## config.mk

```make
export PLATFORM = sky130hd
export DESIGN_NAME = ffd_flop
export DESIGN_NICKNAME = d
export VERILOG_FILES = /design/src/ffd_pkg.sv /design/src/ffd_flop.sv /design/src/ffd_sync.sv
export SDC_FILE = /design/constraint.sdc
export NUM_CORES = 1
export LEC_CHECK = 0
export BUFFER_PORTS_ARGS = -buffer_cell sky130_fd_sc_hd__buf_4
export CAP_MARGIN = 20
export CORE_AREA = 2 2 39 41
export DETAILED_ROUTE_END_ITERATION = 16
export DIE_AREA = 0 0 41 43
export GPL_TIMING_DRIVEN = 0
export HOLD_SLACK_MARGIN = 0.05
export SETUP_SLACK_MARGIN = 0.15
export SLEW_MARGIN = 25
export SYNTH_ARGS = -nofsm -noshare
export SYNTH_HDL_FRONTEND = slang
export SYNTH_SLANG_ARGS = --single-unit
```

## constraint.sdc

```tcl
create_clock -name CLK_I -period 3.2 [get_ports CLK_I]
set_clock_uncertainty 0.1 [all_clocks]
set_input_delay 0.16 -clock CLK_I [delete_from_list [all_inputs] [get_ports CLK_I]]
set_output_delay 0.16 -clock CLK_I [all_outputs]
set_load 0.01 [all_outputs]
```

## src/ffd_pkg.sv

```systemverilog
// Purpose: shared constants for the direct set/clear flip-flop block
// Assumes: one system clock, device pins sampled through two flops
// Notes:   encodings of the direct input pair and of the element state
package ffd_pkg;
  // ****************************************************************
  // direct input pair encodings {set, clear}
  // ****************************************************************
  localparam logic [1:0] FFD_DIR_NONE  = 2'h0;
  localparam logic [1:0] FFD_DIR_CLEAR = 2'h1;
  localparam logic [1:0] FFD_DIR_SET   = 2'h2;
  localparam logic [1:0] FFD_DIR_BOTH  = 2'h3;
  // ****************************************************************
  // reset values and synchroniser depth
  // ****************************************************************
  localparam logic       FFD_RST_STATE = 1'b0;
  localparam logic       FFD_RST_CLK   = 1'b1;
  localparam int         FFD_SYNC_LEN  = 2;
  // ****************************************************************
  // element state
  // ****************************************************************
  typedef enum logic [2:0] {
    FFD_ST_HOLD  = 3'b001,
    FFD_ST_FORCE = 3'b010,
    FFD_ST_BOTH  = 3'b100
  } ffd_state_t;
endpackage

```

## src/ffd_flop.sv

```systemverilog
// Purpose: single-bit storage with direct set and direct clear
// Assumes: pins of neighbouring logic, sampled on CLK_I
// Notes:   element clock acts on its falling edge
`timescale 1ns/1ps
// How it works
// - set alone gives 1/0, clear alone 0/1, both give 0/0 outputs
// - going from one direct input to none keeps the held state
// - releasing both together restores the value stored before both went high
// - with no direct input, stored state changes only on a falling element clock edge
// - data level sampled together with the falling edge becomes true output after it
module ffd_flop (
  // clock and reset
  input  wire logic CLK_I,
  input  wire logic SYS_RST_I,
  // element pins
  input  wire logic ELEM_CLK_I,
  input  wire logic DATA_I,
  input  wire logic DIR_SET_I,
  input  wire logic DIR_CLR_I,
  // outputs
  output logic      Q_O,
  output logic      Q_N_O
);
  import ffd_pkg::*;

  // ****************************************************************
  // pin synchronisation
  // ****************************************************************
  logic [3:0] pins_s;
  logic       eclk_s;
  logic       data_s;
  logic [1:0] dir_s;

  ffd_sync #(
    .WIDTH   (4),
    .RST_VAL ({FFD_RST_CLK, 3'h0})
  ) u_sync (
    .clk_i     (CLK_I),
    .rst_i     (SYS_RST_I),
    .async_i   ({ELEM_CLK_I, DATA_I, DIR_SET_I, DIR_CLR_I}),
    .sync_o    (pins_s)
  );

  assign eclk_s = pins_s[3];
  assign data_s = pins_s[2];
  assign dir_s  = pins_s[1:0];

  // ****************************************************************
  // decode
  // ****************************************************************
  logic       eclk_q;
  logic       store_q;
  logic       store_d;
  logic       fall;
  logic       dir_active;
  logic       q_d;
  logic       qn_d;
  ffd_state_t state_q;
  ffd_state_t state_d;

  assign fall       = eclk_q & ~eclk_s;
  assign dir_active = (dir_s != FFD_DIR_NONE);

  // stored bit: direct inputs win over clocked data
  always_comb begin
    store_d = store_q;
    case (dir_s)
      FFD_DIR_SET:   store_d = 1'b1;
      FFD_DIR_CLEAR: store_d = 1'b0;
      FFD_DIR_BOTH:  store_d = store_q;
      default: begin
        if (fall) begin
          store_d = data_s;
        end else begin
          store_d = store_q;
        end
      end
    endcase
  end

  // element state
  always_comb begin
    case (dir_s)
      FFD_DIR_BOTH:                state_d = FFD_ST_BOTH;
      FFD_DIR_SET, FFD_DIR_CLEAR:  state_d = FFD_ST_FORCE;
      default:                     state_d = FFD_ST_HOLD;
    endcase
  end

  // outputs: both low while both direct inputs high
  always_comb begin
    case (state_d)
      FFD_ST_BOTH: begin
        q_d  = 1'b0;
        qn_d = 1'b0;
      end
      default: begin
        q_d  = store_d;
        qn_d = ~store_d;
      end
    endcase
  end

  // ****************************************************************
  // registers
  // ****************************************************************
  always_ff @(posedge CLK_I or posedge SYS_RST_I) begin
    if (SYS_RST_I) begin
      eclk_q  <= FFD_RST_CLK;
      store_q <= FFD_RST_STATE;
      state_q <= FFD_ST_HOLD;
      Q_O     <= FFD_RST_STATE;
      Q_N_O   <= ~FFD_RST_STATE;
    end else begin
      eclk_q  <= eclk_s;
      store_q <= store_d;
      state_q <= state_d;
      Q_O     <= q_d;
      Q_N_O   <= qn_d;
    end
  end

  // ****************************************************************
  // checks
  // ****************************************************************
  a_set_forces: assert property (
    @(posedge CLK_I) disable iff (SYS_RST_I)
    (dir_s == FFD_DIR_SET) |=> (Q_O && !Q_N_O))
    else $error("set did not force true output high");

  a_clear_forces: assert property (
    @(posedge CLK_I) disable iff (SYS_RST_I)
    (dir_s == FFD_DIR_CLEAR) |=> (!Q_O && Q_N_O))
    else $error("clear did not force true output low");

  a_both_low_out: assert property (
    @(posedge CLK_I) disable iff (SYS_RST_I)
    (dir_s == FFD_DIR_BOTH) |=> (!Q_O && !Q_N_O))
    else $error("both direct inputs did not drive both outputs low");

  a_release_keeps: assert property (
    @(posedge CLK_I) disable iff (SYS_RST_I)
    (dir_s == FFD_DIR_SET) ##1 (dir_s == FFD_DIR_NONE && !fall) |=> Q_O)
    else $error("release from set lost the stored state");

  a_no_fall_hold: assert property (
    @(posedge CLK_I) disable iff (SYS_RST_I)
    (!dir_active && !fall && state_q == FFD_ST_HOLD) |=> $stable(Q_O))
    else $error("state changed without falling element clock");

  a_fall_loads: assert property (
    @(posedge CLK_I) disable iff (SYS_RST_I)
    (!dir_active && fall) |=> (Q_O == $past(data_s) && Q_N_O == !$past(data_s)))
    else $error("falling edge did not load data");

  a_rise_ignored: assert property (
    @(posedge CLK_I) disable iff (SYS_RST_I)
    (!dir_active && !eclk_q && eclk_s && state_q == FFD_ST_HOLD) |=> $stable(Q_O))
    else $error("rising element clock changed state");

  a_dir_override: assert property (
    @(posedge CLK_I) disable iff (SYS_RST_I)
    (dir_s == FFD_DIR_CLEAR && !fall && eclk_s) |=> (!Q_O && Q_N_O))
    else $error("direct clear waited for an element clock edge");

  a_outs_differ: assert property (
    @(posedge CLK_I) disable iff (SYS_RST_I)
    (state_q != FFD_ST_BOTH) |-> (Q_O != Q_N_O))
    else $error("outputs not complementary outside both-high case");

  a_both_pair: assert property (
    @(posedge CLK_I) disable iff (SYS_RST_I)
    (state_q == FFD_ST_BOTH) |-> (!Q_O && !Q_N_O))
    else $error("both-high state without both outputs low");

  a_clear_keeps: assert property (
    @(posedge CLK_I) disable iff (SYS_RST_I)
    (dir_s == FFD_DIR_CLEAR) ##1 (dir_s == FFD_DIR_NONE && !fall) |=> !Q_O)
    else $error("release from clear lost the stored state");

  a_set_store: assert property (
    @(posedge CLK_I) disable iff (SYS_RST_I)
    (dir_s == FFD_DIR_SET) |=> store_q)
    else $error("direct set did not load the stored bit");

  a_clear_store: assert property (
    @(posedge CLK_I) disable iff (SYS_RST_I)
    (dir_s == FFD_DIR_CLEAR) |=> !store_q)
    else $error("direct clear did not empty the stored bit");

  a_both_store: assert property (
    @(posedge CLK_I) disable iff (SYS_RST_I)
    (dir_s == FFD_DIR_BOTH) |=> $stable(store_q))
    else $error("both direct inputs changed the stored bit");

  a_state_onehot: assert property (
    @(posedge CLK_I) disable iff (SYS_RST_I)
    $onehot(state_q))
    else $error("element state not one-hot");

  a_fall_store: assert property (
    @(posedge CLK_I) disable iff (SYS_RST_I)
    (!dir_active && fall) |=> (store_q == $past(data_s)))
    else $error("falling edge did not store data");

  a_hold_store: assert property (
    @(posedge CLK_I) disable iff (SYS_RST_I)
    (!dir_active && !fall) |=> $stable(store_q))
    else $error("stored bit changed without falling edge");

  a_outs_track: assert property (
    @(posedge CLK_I) disable iff (SYS_RST_I)
    (state_q != FFD_ST_BOTH) |-> (Q_O == store_q))
    else $error("true output does not follow stored bit");

  a_fall_comp: assert property (
    @(posedge CLK_I) disable iff (SYS_RST_I)
    (!dir_active && fall) |=> (Q_N_O != Q_O))
    else $error("complement wrong after falling edge");

  a_rise_store: assert property (
    @(posedge CLK_I) disable iff (SYS_RST_I)
    (!dir_active && !eclk_q && eclk_s) |=> $stable(store_q))
    else $error("rising element clock changed stored bit");
endmodule // ffd_flop

```

## src/ffd_sync.sv

```systemverilog
// Purpose: two-flop synchroniser for pin inputs
// Assumes: inputs come from outside the clock domain
// Notes:   first stage is read only by the second stage
`timescale 1ns/1ps
module ffd_sync #(
  parameter int               WIDTH   = 4,
  parameter logic [WIDTH-1:0] RST_VAL = '0
) (
  // clock and reset
  input  wire logic             clk_i,
  input  wire logic             rst_i,
  // data
  input  wire logic [WIDTH-1:0] async_i,
  output logic      [WIDTH-1:0] sync_o
);
  logic [WIDTH-1:0] meta_q;
  logic [WIDTH-1:0] sync_q;

  always_ff @(posedge clk_i or posedge rst_i) begin
    if (rst_i) begin
      meta_q <= RST_VAL;
      sync_q <= RST_VAL;
    end else begin
      meta_q <= async_i;
      sync_q <= meta_q;
    end
  end

  assign sync_o = sync_q;
endmodule // ffd_sync

```

==> flow_metrics.py, run 1 <==
metrics = {
    "clock_network": {
        "cts_buffers": 3,
        "htreeDepth": 1,
        "cts-root-buf": "clkbuf_4",
        "cts_sinks": 12,
        "postCtsSetupBuffers": 0,
        "insertion_delay_ps": 260,
        "clk_pin_slew_worst_paths_ps": 70,
        "clockBufferDepth": 2,
        "tritoncts": "built",
    },
    "worst_hold_path": {
        "worstHoldStart": "u_sync.meta_q[2]",
        "hold_path_depth": 0,
        "min_path_type": "reg2reg",
        "worstHoldEndpoint": "u_sync.sync_o[2]",
    },
    "die": {
        "fp.coreArea_sq_mm": 0.00138,
        "rows": 14,
        "die_w_microns": 41,
        "io_pins": 8,
        "initial_core_util_pct": 26.0,
        "dieArea_sq_mm": 0.00176,
        "die_y_microns": 43,
    },
    "yosys": {
        "synth_top_area_share_pct": 55.6,
        "netlist_instances": 20,
        "yosysWarnings": 0,
        "synth.ff_latch_count": 12,
        "avgSynthCellArea_sq_um": 18.0,
        "synth_fp_nets": 26,
        "synth_area_sq_um": 360,
        "synth_area_leaders": "dfrtp_1 56%, dfstp_2 29%, nor2b_4 3.8%",
        "ys_types": 9,
        "seq_area_frac_synth_pct": 84.7,
        "yosysTopAreaCell": "dfrtp_1",
    },
    "power": {
        "switching_share_pct": 19.6,
        "p_leak_nw": 0.237,
        "p_int_w": 0.000225,
        "ir_drop_mv": 0.277,
        "switching_power_w": 0.0000548,
        "power_density_mw_per_mm2": 549,
        "clkPwrFrac_pct": 32.2,
        "finalPower_w": 0.000280,
        "combPwrFrac_pct": 8.2,
        "power_frac_seq_pct": 59.6,
    },
    "layout": {
        "final_common_cell": "dfrtp_1",
        "antennaDiodeCount": 0,
        "nNetsFinal": 43,
        "final_util_pct": 36.8,
        "layout_common_cells": "8 x dfrtp_1, 7 x buf_4, 5 x dlygate4sd3_1",
        "drive_above_1_share_pct": 41.7,
        "syn_to_final_growth_pct": 41.3,
    },
    "routing": {
        "wire_per_inst_microns": 8.71,
        "postRouteWirelength_microns": 453,
        "vias": 208,
        "drtIter0Drc": 1,
        "viasPerCell": 4.00,
        "drtPass1Iterations": 4,
        "drc": 0,
        "ant_nets": 0,
    },
    "worst_setup_path": {
        "r2r.worst_path.cells": 3,
        "arrival_ps": 1300,
        "rrSetupSlack_ps": 1940,
        "crit_required_ps": 3230,
        "start_kind": "flop",
        "rr_startpoint": "eclk_q",
        "cp_max_fo": 3,
        "r2r_end": "store_q",
        "path_class": "reg2reg",
        "crit_path_end_kind": "flop",
    },
    "global_routing": {
        "overflow": 0,
        "antenna_found_initial": 0,
        "grtUsageTotal_pct": 7.38,
        "grt_first_pass_wirelength_microns": 786,
        "grt_pass1_vias": 221,
        "grt_max_degree": 13,
    },
    "placement": {
        "port_buffers": 7,
        "gp_congestion": 0.552,
    },
    "sta": {
        "holdWs_ps": 251,
        "finalHoldViolations": 0,
        "maxSlewViolCount": 0,
        "rsz0062_at_grt": "false",
        "final.period_utilization_pct": 39.4,
        "setup-violations-final": 0,
        "max_slew_margin_pct": 72.3,
        "timing.fmax_mhz": 793,
        "fin_crit_ps": 1260,
        "tightest_slew_ps": 416,
        "tns_ps": 0,
    },
    "run": {
        "max-cap-violations": 0,
    },
    "status": {
        "status": "complete, no violations",
    },
}
-- sequential cells by signal, summed over array words and instances, names as in the netlist --
register / flops
eclk_q: 1
u_sync.meta_q: 4
Q_N_O: 1
Q_O: 1
u_sync.sync_o: 4
store_q: 1
-- synth_stat cells --
library cell  n
o21a_1        1
a21oi_1       1
dfstp_2       4
inv_1         2
dfrtp_1       8
a22oi_1       1
mux2i_1       1
nor2b_4       1
nand2_1       1
-- what timing repair did --
item / in CTS / in global routing
hold buffers: 5 / 0
resized for setup: 0 / 0
hold endpoints to repair: 12 / 0
-- cells by family after synthesis --
group	count (synthesis)	share of synthesized area [%]
AND/OR/NAND/NOR	2	4.86
multiplexers	1	2.78
flip-flops	12	84.7
buffers and inverters	2	2.08
AO/OA/AOI/OAI	3	5.56
-- layout make-up --
type                            count  area (sq um)
Tap cell                           16          20.0
Sequential cell                    12           305
Timing Repair Buffer               12           103
Multi-Input combinational cell      6          47.5
Clock buffer                        4          26.3
Fill cell                         140           875
Inverter                            2          7.51
-- routing by layer --
metal  routed length (microns)  up-vias  global-route usage (%)
met4                         0        0                    6.00
met3                        25        0                    3.14
met2                       261        8                    12.2
li1                          -       95                       -
met5                         0        -                       0
met1                       166      105                    6.19
-- how the worst max path moves through the flow --
| stage | from | end | slack, ps |
|---|---|---|---|
| 2_1_floorplan | eclk_q | store_q | 2000 |
| 3_3_place_gp | eclk_q | store_q | 1980 |
| 3_5_place_dp | eclk_q | store_q | 1930 |
| 4_1_cts | eclk_q | store_q | 1930 |
| 5_1_grt | eclk_q | store_q | 1860 |
| 6_report | eclk_q | store_q | 1940 |
-- metrics by stage --
step	std cells	worst slack (ps)	cell area, sq um
after floorplan	20	2000	360
after global placement	43	1980	433
after detailed placement	43	1930	433
after CTS	52	1930	509
after global routing	52	1860	509
final	52	1940	509
-- power groups by stage --
stage	registers [W]	clock network [W]	logic, W
after floorplan	0.000170	0	0.00000818
after detailed placement	0.000170	0	0.0000188
final	0.000167	0.0000901	0.0000230
after global routing	0.000168	0.000109	0.0000259
after global placement	0.000169	0	0.0000176
after CTS	0.000167	0.0000954	0.0000236
-- worst max-delay path: stages (launching register included) --
cell and delay [ps]:
dfstp_2 510, nor2b_4 130, mux2i_1 270, a22oi_1 130
Note: power is estimated with default switching activity, not from simulation.
==> run 2, diff against run 1 <==
--- a/config.mk
+++ b/config.mk
@@ -5,6 +5,7 @@
 export SDC_FILE = /design/constraint.sdc
 export NUM_CORES = 1
 export LEC_CHECK = 0
+export ABC_AREA = 1
 export BUFFER_PORTS_ARGS = -buffer_cell sky130_fd_sc_hd__buf_4
 export CAP_MARGIN = 20
 export CORE_AREA = 2 2 39 41
==> constraint.sdc (replaced) <==
create_clock -name CLK_I -period 1.1 [get_ports CLK_I]
set_clock_uncertainty 0.1 [all_clocks]
set_input_delay 0.055 -clock CLK_I [delete_from_list [all_inputs] [get_ports CLK_I]]
set_output_delay 0.055 -clock CLK_I [all_outputs]
set_load 0.01 [all_outputs]
==> run 2 against run 1 <==
Net effect: total power grew to 3.0 times the previous value; hold slack worse by 0.84 ps; via count is 13% higher; largest cell class unchanged; highest routed layer unchanged.
==> flow_metrics.py, run 2 <==
metrics = {
    "yosys": {
        "yosysWarnings": 0,
        "yosys.cell_count.top_type": "dfrtp_1",
        "synth_xor_area_share_pct": 0,
        "synth_commonest_cells": "8 x dfrtp_1, 4 x dfstp_2, 4 x inv_1, 3 x nor2_1, 2 x nand2_1",
        "synth_fp_nets": 31,
        "synth_flop_cell": "dfrtp_1",
        "synth-compound-area-share_pct": 5.82,
        "synthMuxAreaShare_pct": 0,
        "yosys.area_share.simple_pct": 6.51,
        "synth_top_area_share_pct": 54.8,
        "yosysTopAreaCell": "dfrtp_1",
        "avgSynthCellArea_sq_um": 14.6,
        "ys_types": 9,
        "synth.ff_latch_count": 12,
        "synth_area_sq_um": 365,
        "synth_top_family_by_area": "simple AND/OR/NAND/NOR gates",
        "postSynth.asyncResetShare_pct": 100,
        "yosys.area_share.adder_pct": 0,
        "synth_area_leaders": "dfrtp_1 55%, dfstp_2 29%, inv_1 4.1%",
        "netlist_instances": 25,
        "synth_edf_count": 0,
        "seq_area_frac_synth_pct": 83.6,
    },
    "routing": {
        "vias": 234,
        "postRouteWirelength_microns": 528,
        "wire_per_inst_microns": 9.10,
        "viasPerCell": 4.03,
        "drtIter0Drc": 0,
        "drc": 0,
        "drtPass1Iterations": 1,
        "ant_nets": 0,
    },
    "power": {
        "power_density_mw_per_mm2": 1520,
        "switching_share_pct": 20.7,
        "combPwrFrac_pct": 10.3,
        "p_int_w": 0.000666,
        "clkPwrFrac_pct": 31.4,
        "switching_power_w": 0.000174,
        "p_leak_nw": 0.255,
        "finalPower_w": 0.000839,
        "ir_drop_mv": 0.577,
        "power_frac_seq_pct": 58.3,
    },
    "sta": {
        "rsz0062_at_grt": "true",
        "max_slew_margin_pct": 72.2,
        "timing.fmax_mhz": 955,
        "fin_crit_ps": 1050,
        "finalHoldViolations": 0,
        "final.period_utilization_pct": 95.1,
        "tns_ps": 0,
        "tightest_slew_ps": 417,
        "setup-violations-final": 0,
        "holdWs_ps": 250,
        "maxSlewViolCount": 0,
    },
    "clock_network": {
        "cts_sinks": 12,
        "cts-root-buf": "clkbuf_4",
        "tritoncts": "built",
        "clockBufferDepth": 2,
        "clk_pin_slew_worst_paths_ps": 70,
        "cts_buffers": 3,
        "insertion_delay_ps": 260,
        "htreeDepth": 1,
    },
    "layout": {
        "final_common_cell": "dfrtp_1",
        "antennaDiodeCount": 0,
        "n_fill_cell": 128,
        "drive_above_1_share_pct": 47.6,
        "layout_common_cells": "8 x dfrtp_1, 6 x buf_4, 5 x dlygate4sd3_1",
        "multiInputGateArea_sq_um": 67.6,
        "syn_to_final_growth_pct": 51.0,
        "final_util_pct": 39.9,
        "nNetsFinal": 49,
        "regArea_sq_um": 305,
    },
    "worst_setup_path": {
        "arrival_ps": 1130,
        "start_kind": "flop",
        "cp_max_fo": 2,
        "path_class": "reg2reg",
        "crit_path_end_kind": "flop",
        "crit_required_ps": 1180,
    },
    "placement": {
        "port_buffers": 7,
        "gp_congestion": 0.532,
    },
    "die": {
        "initial_core_util_pct": 26.4,
        "rows": 14,
        "die_w_microns": 41,
        "io_pins": 8,
        "dieArea_sq_mm": 0.00176,
        "die_y_microns": 43,
        "fp.coreArea_sq_mm": 0.00138,
    },
    "global_routing": {
        "grt_max_degree": 13,
        "grtUsageTotal_pct": 8.70,
        "overflow": 0,
        "grt_first_pass_wirelength_microns": 917,
        "grt_pass1_vias": 256,
        "antenna_found_initial": 0,
    },
    "status": {
        "status": "complete, no violations",
    },
    "worst_hold_path": {
        "min_path_type": "in2async",
    },
    "run": {
        "max-cap-violations": 0,
    },
}
==> run 2: cell types whose count changed in the layout (fill, tap and decap cells not counted), sizes merged <==
cell    change
nor2        +3
inv         +2
a21boi      +1
a22oi       -1
buf         +1
mux2i       -1
nand2       +1
nand3       +1
nor2b       -1
o21a        -1
o21ai       +1
==> run 2: cell type report <==
type                       instances  share of cell area (%)
sequential                        12                    55.3
timing repair buffer              13                    21.3
multi-input combinational          9                    12.2
clock buffer                       4                    4.76
tap                               16                    3.63
inverter                           4                    2.72
==> run 2: per-stage QoR <==
stage               instance area (sq um)  setup WS, ps  std cells
floorplan                             370          79.7         25
global placement                      443          53.9         48
detailed placement                    443          24.2         48
CTS                                   536          55.7         58
global route                          552         -10.4         58
finish                                552          53.4         58
==> run 2: what timing repair did <==
item                                    4_1_cts  5_1_grt
resized for setup                             3        3
setup buffers                                 1        0
endpoints found under the setup margin        4        5
hold endpoints to repair                     16        0
hold buffers                                  5        0
==> run 2: critical path: stages, from the launching register on <==
cell     delay [ps]
dfstp_2         540
inv_2            50
nand3_2          50
nand2_2          60
o21ai_0         160
==> run 2: final timing paths <==
path	slack, ps	start	cells past startpoint	end
setup / recovery	50	u_sync.sync_o[3]	4	Q_N_O
hold / removal	250	SYS_RST_I	3	u_sync.meta_q[1]
setup reg to reg	50	u_sync.sync_o[3]	4	Q_N_O
hold reg to reg	250	u_sync.meta_q[0]	0	u_sync.sync_o[0]
max in group asynchronous	320	SYS_RST_I	3	eclk_q
min in group CLK_I	250	u_sync.meta_q[0]	0	u_sync.sync_o[0]
==> run 2: layer usage <==
metal  part of all wire [%]  up-vias  global-route usage [%]  wire [microns]
met5                      0        -                       0               0
met2                     63        8                    15.0             334
met4                      0        0                    10.0               0
met3                    5.5        0                    1.57              29
li1                       -      109                       -               -
met1                     31      117                    6.51             165
==> run 2: kinds of logic after synthesis <==
| family | count (synthesis) |
|---|---|
| DFF | 12 |
| and+or+nand+nor | 6 |
| AOI/OAI and AO/OA | 3 |
| buffers and inverters | 4 |
==> run 2: power by group through the flow <==
stage          registers [W]  logic (W)  clock network (W)
2_1_floorplan       0.000496  0.0000250                  0
3_3_place_gp        0.000493  0.0000546                  0
3_5_place_dp        0.000497  0.0000564                  0
4_1_cts             0.000489  0.0000782           0.000282
5_1_grt             0.000493  0.0000965           0.000310
6_report            0.000489  0.0000864           0.000263
==> run 3, diff against run 2 <==
--- a/config.mk
+++ b/config.mk
@@ -5,7 +5,6 @@
 export SDC_FILE = /design/constraint.sdc
 export NUM_CORES = 1
 export LEC_CHECK = 0
-export ABC_AREA = 1
 export BUFFER_PORTS_ARGS = -buffer_cell sky130_fd_sc_hd__buf_4
 export CAP_MARGIN = 20
 export CORE_AREA = 2 2 39 41
==> run 3 against run 2 <==
Net effect: largest power group unchanged; cell area shrank 1.4%; maximum frequency shrank 16%; flip-flop and latch count is the same; non-clock buffer count shrank 1; sequential share of layout area grew 0.76 points; the flow now finishes with violations (setup timing); via count shrank 12%; largest cell class unchanged.
==> flow_metrics.py, run 3 (synthesis results as in run 1) <==
metrics = {
    "clock_network": {
        "postCtsSetupBuffers": 0,
        "insertion_delay_ps": 260,
        "cts_buffers": 3,
        "clk_pin_slew_worst_paths_ps": 70,
        "tritoncts": "built",
        "cts_sinks": 12,
        "htreeDepth": 1,
        "cts-root-buf": "clkbuf_4",
        "clockBufferDepth": 2,
    },
    "routing": {
        "drc": 0,
        "drtIter0Drc": 2,
        "drtPass1Iterations": 2,
        "vias": 205,
        "postRouteWirelength_microns": 492,
        "wire_per_inst_microns": 9.46,
        "ant_nets": 0,
        "viasPerCell": 3.94,
    },
    "placement": {
        "gp_congestion": 0.548,
        "dp.cells": 43,
        "port_buffers": 7,
        "placed_area_sq_um": 433,
    },
    "sta": {
        "fin_crit_ps": 1240,
        "max_slew_margin_pct": 71.9,
        "timing.fmax_mhz": 807,
        "maxSlewViolCount": 0,
        "finalHoldViolations": 0,
        "final.period_utilization_pct": 113,
        "setup-violations-final": 3,
        "setup_ws_ps": -139,
        "rsz0062_at_grt": "true",
        "tightest_slew_ps": 422,
    },
    "power": {
        "ir_drop_mv": 0.747,
        "power_density_mw_per_mm2": 1660,
        "p_int_w": 0.000727,
        "combPwrFrac_pct": 8.9,
        "switching_power_w": 0.000176,
        "switching_share_pct": 19.5,
        "finalPower_w": 0.000902,
        "power_frac_seq_pct": 54.3,
        "clkPwrFrac_pct": 36.7,
        "p_leak_nw": 0.246,
    },
    "layout": {
        "layout_common_cells": "8 x dfrtp_1, 5 x dlygate4sd3_1, 5 x buf_4",
        "syn_to_final_growth_pct": 51.0,
        "drive_above_1_share_pct": 50.0,
        "antennaDiodeCount": 0,
        "finish.instance_area_sq_um": 544,
        "nNetsFinal": 43,
        "final_cells": 52,
        "final_util_pct": 39.3,
        "final_common_cell": "dfrtp_1",
    },
    "die": {
        "initial_core_util_pct": 26.0,
        "die_y_microns": 43,
        "die_w_microns": 41,
        "fp.coreArea_sq_mm": 0.00138,
        "dieArea_sq_mm": 0.00176,
        "rows": 14,
        "io_pins": 8,
    },
    "worst_setup_path": {
        "cp_slowest_stage_delay_ps": 510,
        "crit_required_ps": 1150,
        "start_kind": "flop",
        "crit_slowest_cell": "dfstp_2",
        "rrSetupSlack_ps": -140,
        "cp_max_fo": 3,
        "path_class": "reg2reg",
        "crit_path_end_kind": "flop",
        "path_cells": "nor2b_4 > mux2i_4 > a22oi_2",
        "arrival_ps": 1290,
    },
    "global_routing": {
        "grt_first_pass_wirelength_microns": 821,
        "grt_pass1_vias": 215,
        "overflow": 0,
        "antenna_found_initial": 0,
        "grt_max_degree": 13,
        "grtUsageTotal_pct": 7.99,
    },
    "status": {
        "status": "finished, violations left",
        "violations": "setup timing",
    },
    "worst_hold_path": {
        "min_path_type": "in2async",
    },
    "run": {
        "max-cap-violations": 0,
    },
}
run 3: what timing repair did:
action	in CTS	in global routing
setup endpoints to repair	4	5
hold endpoints to repair	16	0
hold buffers	5	0
gates resized for setup	2	3
run 3: area by class of cell:
cell class	instances	area, sq um
fill	128	840
sequential	12	305
timing repair buffer	12	110
multi-input combinational	6	65.1
clock buffer	4	36.3
tap	16	20.0
inverter	2	7.51
run 3: critical path, delay by kind of cell (launching register included):
family	cells	cell delay, ps
AO/OA/AOI/OAI	1	100
flip-flops	1	510
multiplexers	1	260
AND/OR/NAND/NOR	1	150
run 3: final timing paths:
kind | to | start | cells past startpoint
setup reg to reg | store_q | eclk_q | 3
setup / recovery | store_q | eclk_q | 3
max in group asynchronous | eclk_q | SYS_RST_I | 3
hold / removal | u_sync.meta_q[1] | SYS_RST_I | 3
hold reg to reg | u_sync.sync_o[3] | u_sync.meta_q[3] | 0
min in group CLK_I | u_sync.sync_o[3] | u_sync.meta_q[3] | 0
run 3: layer usage:
layer | wire length (microns) | vias to the layer above | GRT usage (%) | share of wire (%)
met2 | 288 | 8 | 11.9 | 59
met3 | 31 | 2 | 3.14 | 6.3
met5 | 0 | - | 0 | 0
li1 | - | 95 | - | -
met1 | 167 | 100 | 6.53 | 34
met4 | 4 | 0 | 10.0 | 0.81
run 3: metrics by stage:
step / hold slack [ps] / worst slack [ps] / TNS, ps
2_1_floorplan: -183 / -99.4 / -236
3_3_place_gp: -36.0 / -127 / -313
3_5_place_dp: -21.3 / -169 / -443
4_1_cts: 243 / -161 / -430
5_1_grt: 256 / -188 / -556
6_report: 239 / -139 / -402
run 3: power by group through the flow:
stage / sequential, W / clock [W] / combinational [W]
global route: 0.000492 / 0.000377 / 0.0000875
global placement: 0.000491 / 0 / 0.0000512
detailed placement: 0.000495 / 0 / 0.0000545
floorplan: 0.000494 / 0 / 0.0000238
finish: 0.000490 / 0.000332 / 0.0000805
CTS: 0.000488 / 0.000345 / 0.0000728
